===== config.mk =====
export PLATFORM = sky130hd
export DESIGN_NAME = eciv_core
export DESIGN_NICKNAME = d
export VERILOG_FILES = /design/src/eciv_pkg.sv /design/src/eciv_word_mask.sv /design/src/eciv_core.sv
export VERILOG_INCLUDE_DIRS = /design/src
export SDC_FILE = /design/constraint.sdc
export NUM_CORES = 2
export LEC_CHECK = 0
export BUFFER_PORTS_ARGS = -buffer_cell sky130_fd_sc_hd__buf_2
export CAP_MARGIN = 20
export CORE_ASPECT_RATIO = 1.5
export CORE_MARGIN = 2
export CORE_UTILIZATION = 40
export CTS_BUF_LIST = sky130_fd_sc_hd__clkbuf_2 sky130_fd_sc_hd__clkbuf_4 sky130_fd_sc_hd__clkbuf_8
export DETAILED_ROUTE_END_ITERATION = 8
export HOLD_SLACK_MARGIN = 0.05
export PLACE_DENSITY = 0.75
export REMOVE_ABC_BUFFERS = 1
export SYNTH_ARGS = -nofsm -noshare
export SYNTH_HDL_FRONTEND = slang
export SYNTH_SLANG_ARGS = --single-unit
export TNS_END_PERCENT = 5

===== constraint.sdc =====
create_clock -name clk -period 3.16 [get_ports clk]
set_input_delay 0.158 -clock clk [delete_from_list [all_inputs] [get_ports clk]]
set_output_delay 0.158 -clock clk [all_outputs]
set_load 0.02 [all_outputs]

===== src/eciv_defines.svh =====
/*
 * Constants for the envelope cipher vector and keystream mask block.
 * Assumes inclusion by its bare name from the package and design modules.
 */
`ifndef ECIV_DEFINES_SVH
`define ECIV_DEFINES_SVH

`define ECIV_CH_W       4
`define ECIV_LLID_W     4
`define ECIV_ADDR_W     48
`define ECIV_TIME_W     48
`define ECIV_BLK_W      28
`define ECIV_TAG_W      6
`define ECIV_CTRL_W     8
`define ECIV_DATA_W     64
`define ECIV_MASK_ON    8'h00FF
`define ECIV_MASK_OFF   8'h0000
`define ECIV_CNT_RST    48'h0000_0000_0000
`define ECIV_CNT_STEP   48'h0000_0000_0001
`define ECIV_BLK_STEP   28'h000_0001
`define ECIV_LUT_DEPTH  16

`endif


===== src/eciv_pkg.sv =====
/*
 * Types for the envelope cipher vector and keystream mask block.
 * Assumes the defines header is on the include path.
 */
`include "eciv_defines.svh"
package eciv_pkg;

    // Which of the four vector cases this instance serves.
    typedef enum logic [1:0] {
        ECIV_HE_ENC = 2'h0,
        ECIV_HE_DEC = 2'h1,
        ECIV_TE_ENC = 2'h2,
        ECIV_TE_DEC = 2'h3
    } eciv_role_e;

    // Word classification from the data path.
    typedef enum logic [2:0] {
        ECIV_W_PAYLOAD = 3'h0,
        ECIV_W_HEADER  = 3'h1,
        ECIV_W_PACING  = 3'h2,
        ECIV_W_IEIDLE  = 3'h3,
        ECIV_W_IBIDLE  = 3'h4
    } eciv_kind_e;

    // Block pairing state, one-hot.
    typedef enum logic [2:0] {
        ECIV_S_IDLE  = 3'b001,
        ECIV_S_FIRST = 3'b010,
        ECIV_S_SECOND = 3'b100
    } eciv_state_e;

endpackage : eciv_pkg


===== src/eciv_word_mask.sv =====
/*
 * Derives the 64-bit octet mask of one 72-bit payload word.
 * Assumes control flag i belongs to data octet i.
 */
`timescale 1ns/1ps
`default_nettype none
`include "eciv_defines.svh"
module eciv_word_mask (
    input  wire logic [`ECIV_CTRL_W-1:0] ctrlFlags,
    output logic      [`ECIV_DATA_W-1:0] octetMask
);
    import eciv_pkg::*;

    // Control octets (FD, 07) get 00 so they pass unchanged; all-idle gives zero.
    genvar gi;
    generate
        for (gi = 0; gi < `ECIV_CTRL_W; gi = gi + 1) begin : g_oct
            assign octetMask[gi*8 +: 8] = ctrlFlags[gi] ? `ECIV_MASK_OFF
                                                        : `ECIV_MASK_ON;
        end
    endgenerate
endmodule : eciv_word_mask
`default_nettype wire


===== src/eciv_core.sv =====
/*
 * Envelope cipher support: initialization vector, block pairing, keystream
 * masking and bypass of non-envelope words.
 * Assumes one word per clock when wordValid, keystream supplied combinationally
 * for the current vector, and the clock enable protoTick marks protocol cycles.
 */
`timescale 1ns/1ps
`default_nettype none
`include "eciv_defines.svh"
module eciv_core (
    input  wire logic                       clk,
    input  wire logic                       arst_n,
    input  wire eciv_pkg::eciv_role_e       role,
    input  wire logic                       protoTick,
    input  wire logic                       counterLoad,
    input  wire logic [`ECIV_TIME_W-1:0]    counterLoadValue,
    input  wire logic [`ECIV_TIME_W-1:0]    roundTripTime,
    input  wire logic [`ECIV_ADDR_W-1:0]    ownStationAddress,
    input  wire logic [`ECIV_ADDR_W-1:0]    learnedHeadEndAddress,
    input  wire logic                       lutWrite,
    input  wire logic [`ECIV_LLID_W-1:0]    lutWriteIndex,
    input  wire logic [`ECIV_ADDR_W-1:0]    lutWriteAddress,
    input  wire logic                       wordValid,
    input  wire eciv_pkg::eciv_kind_e       wordKind,
    input  wire logic [`ECIV_CH_W-1:0]      wordChannel,
    input  wire logic [`ECIV_LLID_W-1:0]    headerLinkId,
    input  wire logic [`ECIV_TAG_W-1:0]     headerSlotTag,
    input  wire logic                       payloadLast,
    input  wire logic [`ECIV_CTRL_W-1:0]    wordCtrl,
    input  wire logic [`ECIV_DATA_W-1:0]    wordData,
    input  wire logic [127:0]               keystream,
    output logic      [127:0]               initVector,
    output logic                            ivStrobe,
    output logic                            slotTagMismatch,
    output logic      [127:0]               keystreamMask,
    output logic                            outValid,
    output logic      [`ECIV_CTRL_W-1:0]    outCtrl,
    output logic      [`ECIV_DATA_W-1:0]    outData,
    output logic      [`ECIV_TIME_W-1:0]    cipherCounter
);
    import eciv_pkg::*;

    ////////////////////////////////////////////////////////////////////////////
    // Cipher counter, address table and vector state.

    logic [`ECIV_TIME_W-1:0] counterReg;
    logic [`ECIV_TIME_W-1:0] counterNext;
    logic [`ECIV_ADDR_W-1:0] addrTable [`ECIV_LUT_DEPTH];
    logic [`ECIV_CH_W-1:0]   chReg;
    logic [`ECIV_CH_W-1:0]   chNext;
    logic [`ECIV_ADDR_W-1:0] addrReg;
    logic [`ECIV_ADDR_W-1:0] addrNext;
    logic [`ECIV_TIME_W-1:0] timeReg;
    logic [`ECIV_TIME_W-1:0] timeNext;
    logic [`ECIV_BLK_W-1:0]  blkReg;
    logic [`ECIV_BLK_W-1:0]  blkNext;
    logic                    ivStbReg;
    logic                    ivStbNext;
    logic                    tagErrReg;
    logic                    tagErrNext;
    logic [`ECIV_TIME_W-1:0] stampNow;
    logic [`ECIV_ADDR_W-1:0] addrNow;
    eciv_state_e             stateReg;
    eciv_state_e             stateNext;
    logic [`ECIV_DATA_W-1:0] firstMaskReg;
    logic [`ECIV_DATA_W-1:0] firstMaskNext;
    logic [`ECIV_DATA_W-1:0] curMask;
    logic [127:0]            ksMaskReg;
    logic [127:0]            ksMaskNext;
    logic                    oValReg;
    logic                    oValNext;
    logic [`ECIV_CTRL_W-1:0] oCtrlReg;
    logic [`ECIV_CTRL_W-1:0] oCtrlNext;
    logic [`ECIV_DATA_W-1:0] oDataReg;
    logic [`ECIV_DATA_W-1:0] oDataNext;
    logic                    isHeader;
    logic                    isPayload;

    assign isHeader  = wordValid && (wordKind == ECIV_W_HEADER);
    assign isPayload = wordValid && (wordKind == ECIV_W_PAYLOAD);

    // The counter steps only on protocol cycles so it tracks the 32-bit protocol
    // clock in lockstep; the upper bits extend it. A load restores alignment.
    always_comb begin
        counterNext = counterReg;
        if (counterLoad) begin
            counterNext = counterLoadValue;
        end else if (protoTick) begin
            counterNext = counterReg + `ECIV_CNT_STEP;
        end
    end

    always_ff @(posedge clk or negedge arst_n) begin
        if (!arst_n) begin
            counterReg <= `ECIV_CNT_RST;
        end else begin
            counterReg <= counterNext;
        end
    end

    // Table write only; no reset so it maps onto plain memory.
    always_ff @(posedge clk) begin
        if (lutWrite) begin
            addrTable[lutWriteIndex] <= lutWriteAddress;
        end
    end

    ////////////////////////////////////////////////////////////////////////////
    // Vector selection per role.

    // Terminal receive counter lags transmit by the round trip, so one register
    // serves both; the head-end uses its single counter for both directions.
    always_comb begin
        stampNow = counterReg;
        addrNow  = ownStationAddress;
        case (role)
            ECIV_HE_ENC: begin
                addrNow = ownStationAddress;
            end
            ECIV_HE_DEC: begin
                addrNow = addrTable[headerLinkId];
            end
            ECIV_TE_ENC: begin
                addrNow = ownStationAddress;
            end
            ECIV_TE_DEC: begin
                addrNow  = learnedHeadEndAddress;
                stampNow = counterReg - roundTripTime;
            end
            default: begin
                addrNow = ownStationAddress;
            end
        endcase
    end

    // Vector is latched in the header cycle itself, within one protocol cycle.
    always_comb begin
        chNext     = chReg;
        addrNext   = addrReg;
        timeNext   = timeReg;
        blkNext    = blkReg;
        ivStbNext  = 1'b0;
        tagErrNext = tagErrReg;
        if (isHeader) begin
            chNext     = wordChannel;
            addrNext   = addrNow;
            timeNext   = stampNow;
            blkNext    = '0;
            ivStbNext  = 1'b1;
            // Flags a sender that broke slot tag alignment.
            tagErrNext = (stampNow[`ECIV_TAG_W-1:0] != headerSlotTag);
        end else if (isPayload && stateReg == ECIV_S_SECOND && !payloadLast) begin
            blkNext = blkReg + `ECIV_BLK_STEP;
        end else if (isPayload && stateReg == ECIV_S_FIRST && payloadLast) begin
            blkNext = blkReg;
        end
    end

    always_ff @(posedge clk or negedge arst_n) begin
        if (!arst_n) begin
            chReg     <= '0;
            addrReg   <= '0;
            timeReg   <= `ECIV_CNT_RST;
            blkReg    <= '0;
            ivStbReg  <= 1'b0;
            tagErrReg <= 1'b0;
        end else begin
            chReg     <= chNext;
            addrReg   <= addrNext;
            timeReg   <= timeNext;
            blkReg    <= blkNext;
            ivStbReg  <= ivStbNext;
            tagErrReg <= tagErrNext;
        end
    end

    ////////////////////////////////////////////////////////////////////////////
    // Block pairing and masking.

    eciv_word_mask u_word_mask (
        .ctrlFlags (wordCtrl),
        .octetMask (curMask)
    );

    // Pairing advances only on payload words and restarts on headers; pacing and idle words fall through
    // untouched and leave state alone, so a pacing run may split a block.
    always_comb begin
        stateNext     = stateReg;
        firstMaskNext = firstMaskReg;
        ksMaskNext    = ksMaskReg;
        oValNext      = 1'b0;
        oCtrlNext     = oCtrlReg;
        oDataNext     = oDataReg;
        if (wordValid) begin
            oValNext  = 1'b1;
            oCtrlNext = wordCtrl;
            oDataNext = wordData;
        end
        case (stateReg)
            ECIV_S_IDLE: begin
                if (isHeader) begin
                    stateNext = ECIV_S_FIRST;
                end
            end
            ECIV_S_FIRST: begin
                if (isHeader) begin
                    stateNext = ECIV_S_FIRST;
                end else if (isPayload) begin
                    firstMaskNext = curMask;
                    ksMaskNext    = {curMask, {`ECIV_DATA_W{1'b0}}};
                    // First half of the block keystream; the other half unused
                    // for an odd tail.
                    oDataNext = wordData ^ (keystream[127:64] & curMask);
                    stateNext = payloadLast ? ECIV_S_IDLE : ECIV_S_SECOND;
                end
            end
            ECIV_S_SECOND: begin
                if (isHeader) begin
                    stateNext = ECIV_S_FIRST;
                end else if (isPayload) begin
                    ksMaskNext = {firstMaskReg, curMask};
                    oDataNext  = wordData ^ (keystream[63:0] & curMask);
                    stateNext  = payloadLast ? ECIV_S_IDLE : ECIV_S_FIRST;
                end
            end
            default: begin
                stateNext = ECIV_S_IDLE;
            end
        endcase
    end

    always_ff @(posedge clk or negedge arst_n) begin
        if (!arst_n) begin
            stateReg     <= ECIV_S_IDLE;
            firstMaskReg <= '0;
            ksMaskReg    <= '0;
            oValReg      <= 1'b0;
            oCtrlReg     <= '0;
            oDataReg     <= '0;
        end else begin
            stateReg     <= stateNext;
            firstMaskReg <= firstMaskNext;
            ksMaskReg    <= ksMaskNext;
            oValReg      <= oValNext;
            oCtrlReg     <= oCtrlNext;
            oDataReg     <= oDataNext;
        end
    end

    ////////////////////////////////////////////////////////////////////////////
    // Outputs.

    // Block number sits in the low bits so the keystream core can count on it.
    assign initVector      = {chReg, addrReg, timeReg, blkReg};
    assign ivStrobe        = ivStbReg;
    assign slotTagMismatch = tagErrReg;
    assign keystreamMask   = ksMaskReg;
    assign outValid        = oValReg;
    assign outCtrl         = oCtrlReg;
    assign outData         = oDataReg;
    assign cipherCounter   = counterReg;

endmodule : eciv_core
`default_nettype wire


==> flow_summary.yaml <==
run_status:
  result_of_the_run: "complete, but fails checks"
  violations: "negative setup slack"
min_path:
  worst_min_delay_path_category: "input pin to register"
  whs_path_depth: 4
critical_path:
  worst_path_max_stage_delay_ns: 0.38
  criticalPathCategory: "register to register"
  crit_arrival_ns: 3.99
  critical-path-slowest-cell: "dfrtp_1"
  critical_path_required_ns: 3.94
  cp_cell_sequence: "ha_1, nand3_2, buf_4, a211o_1, a31oi_4, o311a_2, o21ai_2, a211o_2, o21ai_4, a31oi_4, o21ai_2, xnor2_1, o22ai_1"
  reg2reg_depth: 13
  worst_setup_path_end_kind: "register"
  launching_element_type_of_the_critical_path: "register"
  critical_path.max_fanout: 4
  setup.reg_to_reg.worst_slack_ns: -0.05
global_route:
  overflow: 0
  grt_usage_pct: 29.2
  grt_first_pass_wirelength_mm: 256
  pin_count_of_the_biggest_net_entering_global_routing: 100
  first_global_vias: 37400
  grt_antenna_before_repair: 85
timing:
  final_critical_path_share_of_the_clock_period_pct: 102
  unrepaired_setup_endpoints_after_global_routing: "true"
  post-route-worst-setup-slack_ns: -0.0502
  max_slew_margin_pct: 26.1
  fmax_mhz: 312
  setup-tns-final_ns: -0.0771
  tightest_slew_ns: 1.10
  report.final.hold_viol_count: 0
  minimum_period_implied_by_the_final_worst_setup_slack_ns: 3.21
  timing.hold.ws_ns: 0.105
  setup_viol_count_final: 3
  max_clock_skew_ns: 0.0872
  maxSlewViolCount: 0
final_layout:
  area.sequential_um2: 30000
  nNetsFinal: 5269
  fill_cells: 9378
  final_cell_area_um2: 63200
  flow.area_growth_from_synthesis_pct: 33.2
  multiInputGateArea_um2: 15800
  layout-drive-gt1-share_pct: 33.2
floorplan:
  design.portCount: 849
  dieArea_um2: 122000
  fp.dieW_um: 285
  floorplan.rows: 154
  core_um2: 118000
  initial_core_util_pct: 40.4
  die_h_um: 426
yosys:
  synth_async_sr_flop_share_pct: 26.6
  netlist_area_um2: 47500
  synth.yosys.warnings: 0
  synth-edff-count: 768
  synth.lib_cells_used.distinct: 85
  post-synth-top-count-cell: "edfxtp_1"
  yosys_most_used_dff: "edfxtp_1"
  synth_largest_type_area_fraction_pct: 48.6
  synth_cells: 3296
  largest_cells_by_area_after_synthesis: "edfxtp_1, dfrtp_1, mux4_2, nand2_1, mux2i_1"
  synth.ff_latch_count: 1046
  postSynthAreaPerCell_um2: 14.4
  synth_commonest_cells: "edfxtp_1, nand2_1, dfrtp_1"
  seq_area_frac_synth_pct: 63.2
  synthDominantAreaCellType: "edfxtp_1"
cts:
  cts-root-buf: "clkbuf_8"
  worstSkewPairLatency_ns: 0.94
  cts_max_path_buffers: 3
  cts-buffers-inserted: 158
  clkSlewWorstSetupHoldPaths_ns: 0.07
  clkSinkCount: 1046
  tritoncts: "done"
  htree_levels: 4
route:
  drt_drc_violations_left: 0
  route.detailed.wl_per_inst_um: 28.0
  via_per_inst: 5.66
  route.vias.total: 36800
  ant_nets: 0
  first_pass_iters: 7
  finalWirelength_mm: 182
  detail_route.iter0.violations: 3999
run:
  maxCapViolCount: 0
power:
  p_total_uw: 33500
  static-leakage-power_uw: 0.0249
  power_density_nw_per_um2: 529
  power.ir.vdd_worst_v: 0.000577
placed_design:
  dp.final_hpwl_mm: 121
  detailed_place.area_um2: 53900
  gp_congestion: 0.979
  port_buffers: 848
-- cell usage in the layout, fill, tap and decap left out, types with 68 or more instances in the layout --
master           n
xor2_1          68
clkbuf_8       167
nor3_1          75
mux4_2         240
nor2_1         124
mux2i_1        114
buf_2          841
buf_4          139
nand2_1        311
a21oi_1        169
o21ai_0        188
dfrtp_1        277
dlygate4sd3_1  571
edfxtp_1       768
-- through the flow --
step / worst slack, ns / util [%] / cells
global placement: -0.236 / 45.9 / 5571
detailed placement: -0.237 / 45.9 / 5571
floorplan: -2.07 / - / 2997
global route: -0.178 / 53.7 / 6474
CTS: -0.0231 / 53.6 / 6442
finish: -0.0502 / 53.8 / 6500
-- critical path, delay by kind of cell (launching register included) --
family | cells | cell delay, ns
adders and majority gates | 1 | 0.36
buffers and inverters | 1 | 0.17
AOI/OAI and AO/OA | 9 | 1.85
xor gates and xnor gates | 1 | 0.13
DFF | 1 | 0.38
and+or+nand+nor | 1 | 0.16
-- worst paths after layout --
path                                  startpoint          end
worst max-delay path            cipherCounter[7]  timeReg[43]
worst min-delay path                     role[1]  timeReg[42]
worst max register to register  cipherCounter[7]  timeReg[43]
worst min register to register          chReg[1]     chReg[1]
max in group asynchronous                 arst_n  addrReg[26]
min in group asynchronous                 arst_n  timeReg[15]
-- cell type report --
| class | count | area share, % |
|---|---|---|
| antenna | 56 | 0.222 |
| clock buffer | 210 | 4.14 |
| clock inverter | 85 | 1.08 |
| inverter | 63 | 0.374 |
| multi-input combinational | 1888 | 25.0 |
| sequential | 1046 | 47.5 |
| tap | 1560 | 3.09 |
| timing repair buffer | 1592 | 18.6 |
-- kinds of logic after synthesis --
group           count (synthesis)  share of synthesized area, %
buf+inv                       362                          3.95
mux                           363                          14.0
fa+ha+maj                      50                          1.33
flops                        1046                          63.2
simple gates                  662                          6.28
xor+xnor                      122                          2.25
compound gates                691                          8.94
-- sequential cells by signal, indices dropped and copies added, names as in the netlist --
| signal | cells |
|---|---|
| firstMaskReg | 8 |
| ivStrobe | 1 |
| chReg | 4 |
| addrReg | 48 |
| stateReg | 3 |
| outValid | 1 |
| cipherCounter | 48 |
| blkReg | 28 |
| outData | 64 |
| slotTagMismatch | 1 |
| keystreamMask | 16 |
| outCtrl | 8 |
| timeReg | 48 |
| addrTable | 768 |
-- layer usage --
metal	vias to the layer above	part of all wire [%]	track usage [%]
met4	54	5.4	15.5
met1	18300	35	34.4
met5	-	0.26	0.754
li1	15600	-	-
met2	2258	48	48.0
met3	557	10	8.97
-- where the power goes --
group          switching [µW]  internal (µW)
Clock                    5680           6030
Sequential                445          15400
Combinational            3430           2470
-- repair_timing --
action	in CTS	in global routing
endpoints found under the setup margin	11	65
hold buffers	572	0
resized for setup	13	19
setup buffers	4	2
pin swaps	11	11
hold endpoints to repair	1486	0
No activity file was read; power rests on OpenSTA's default activity.
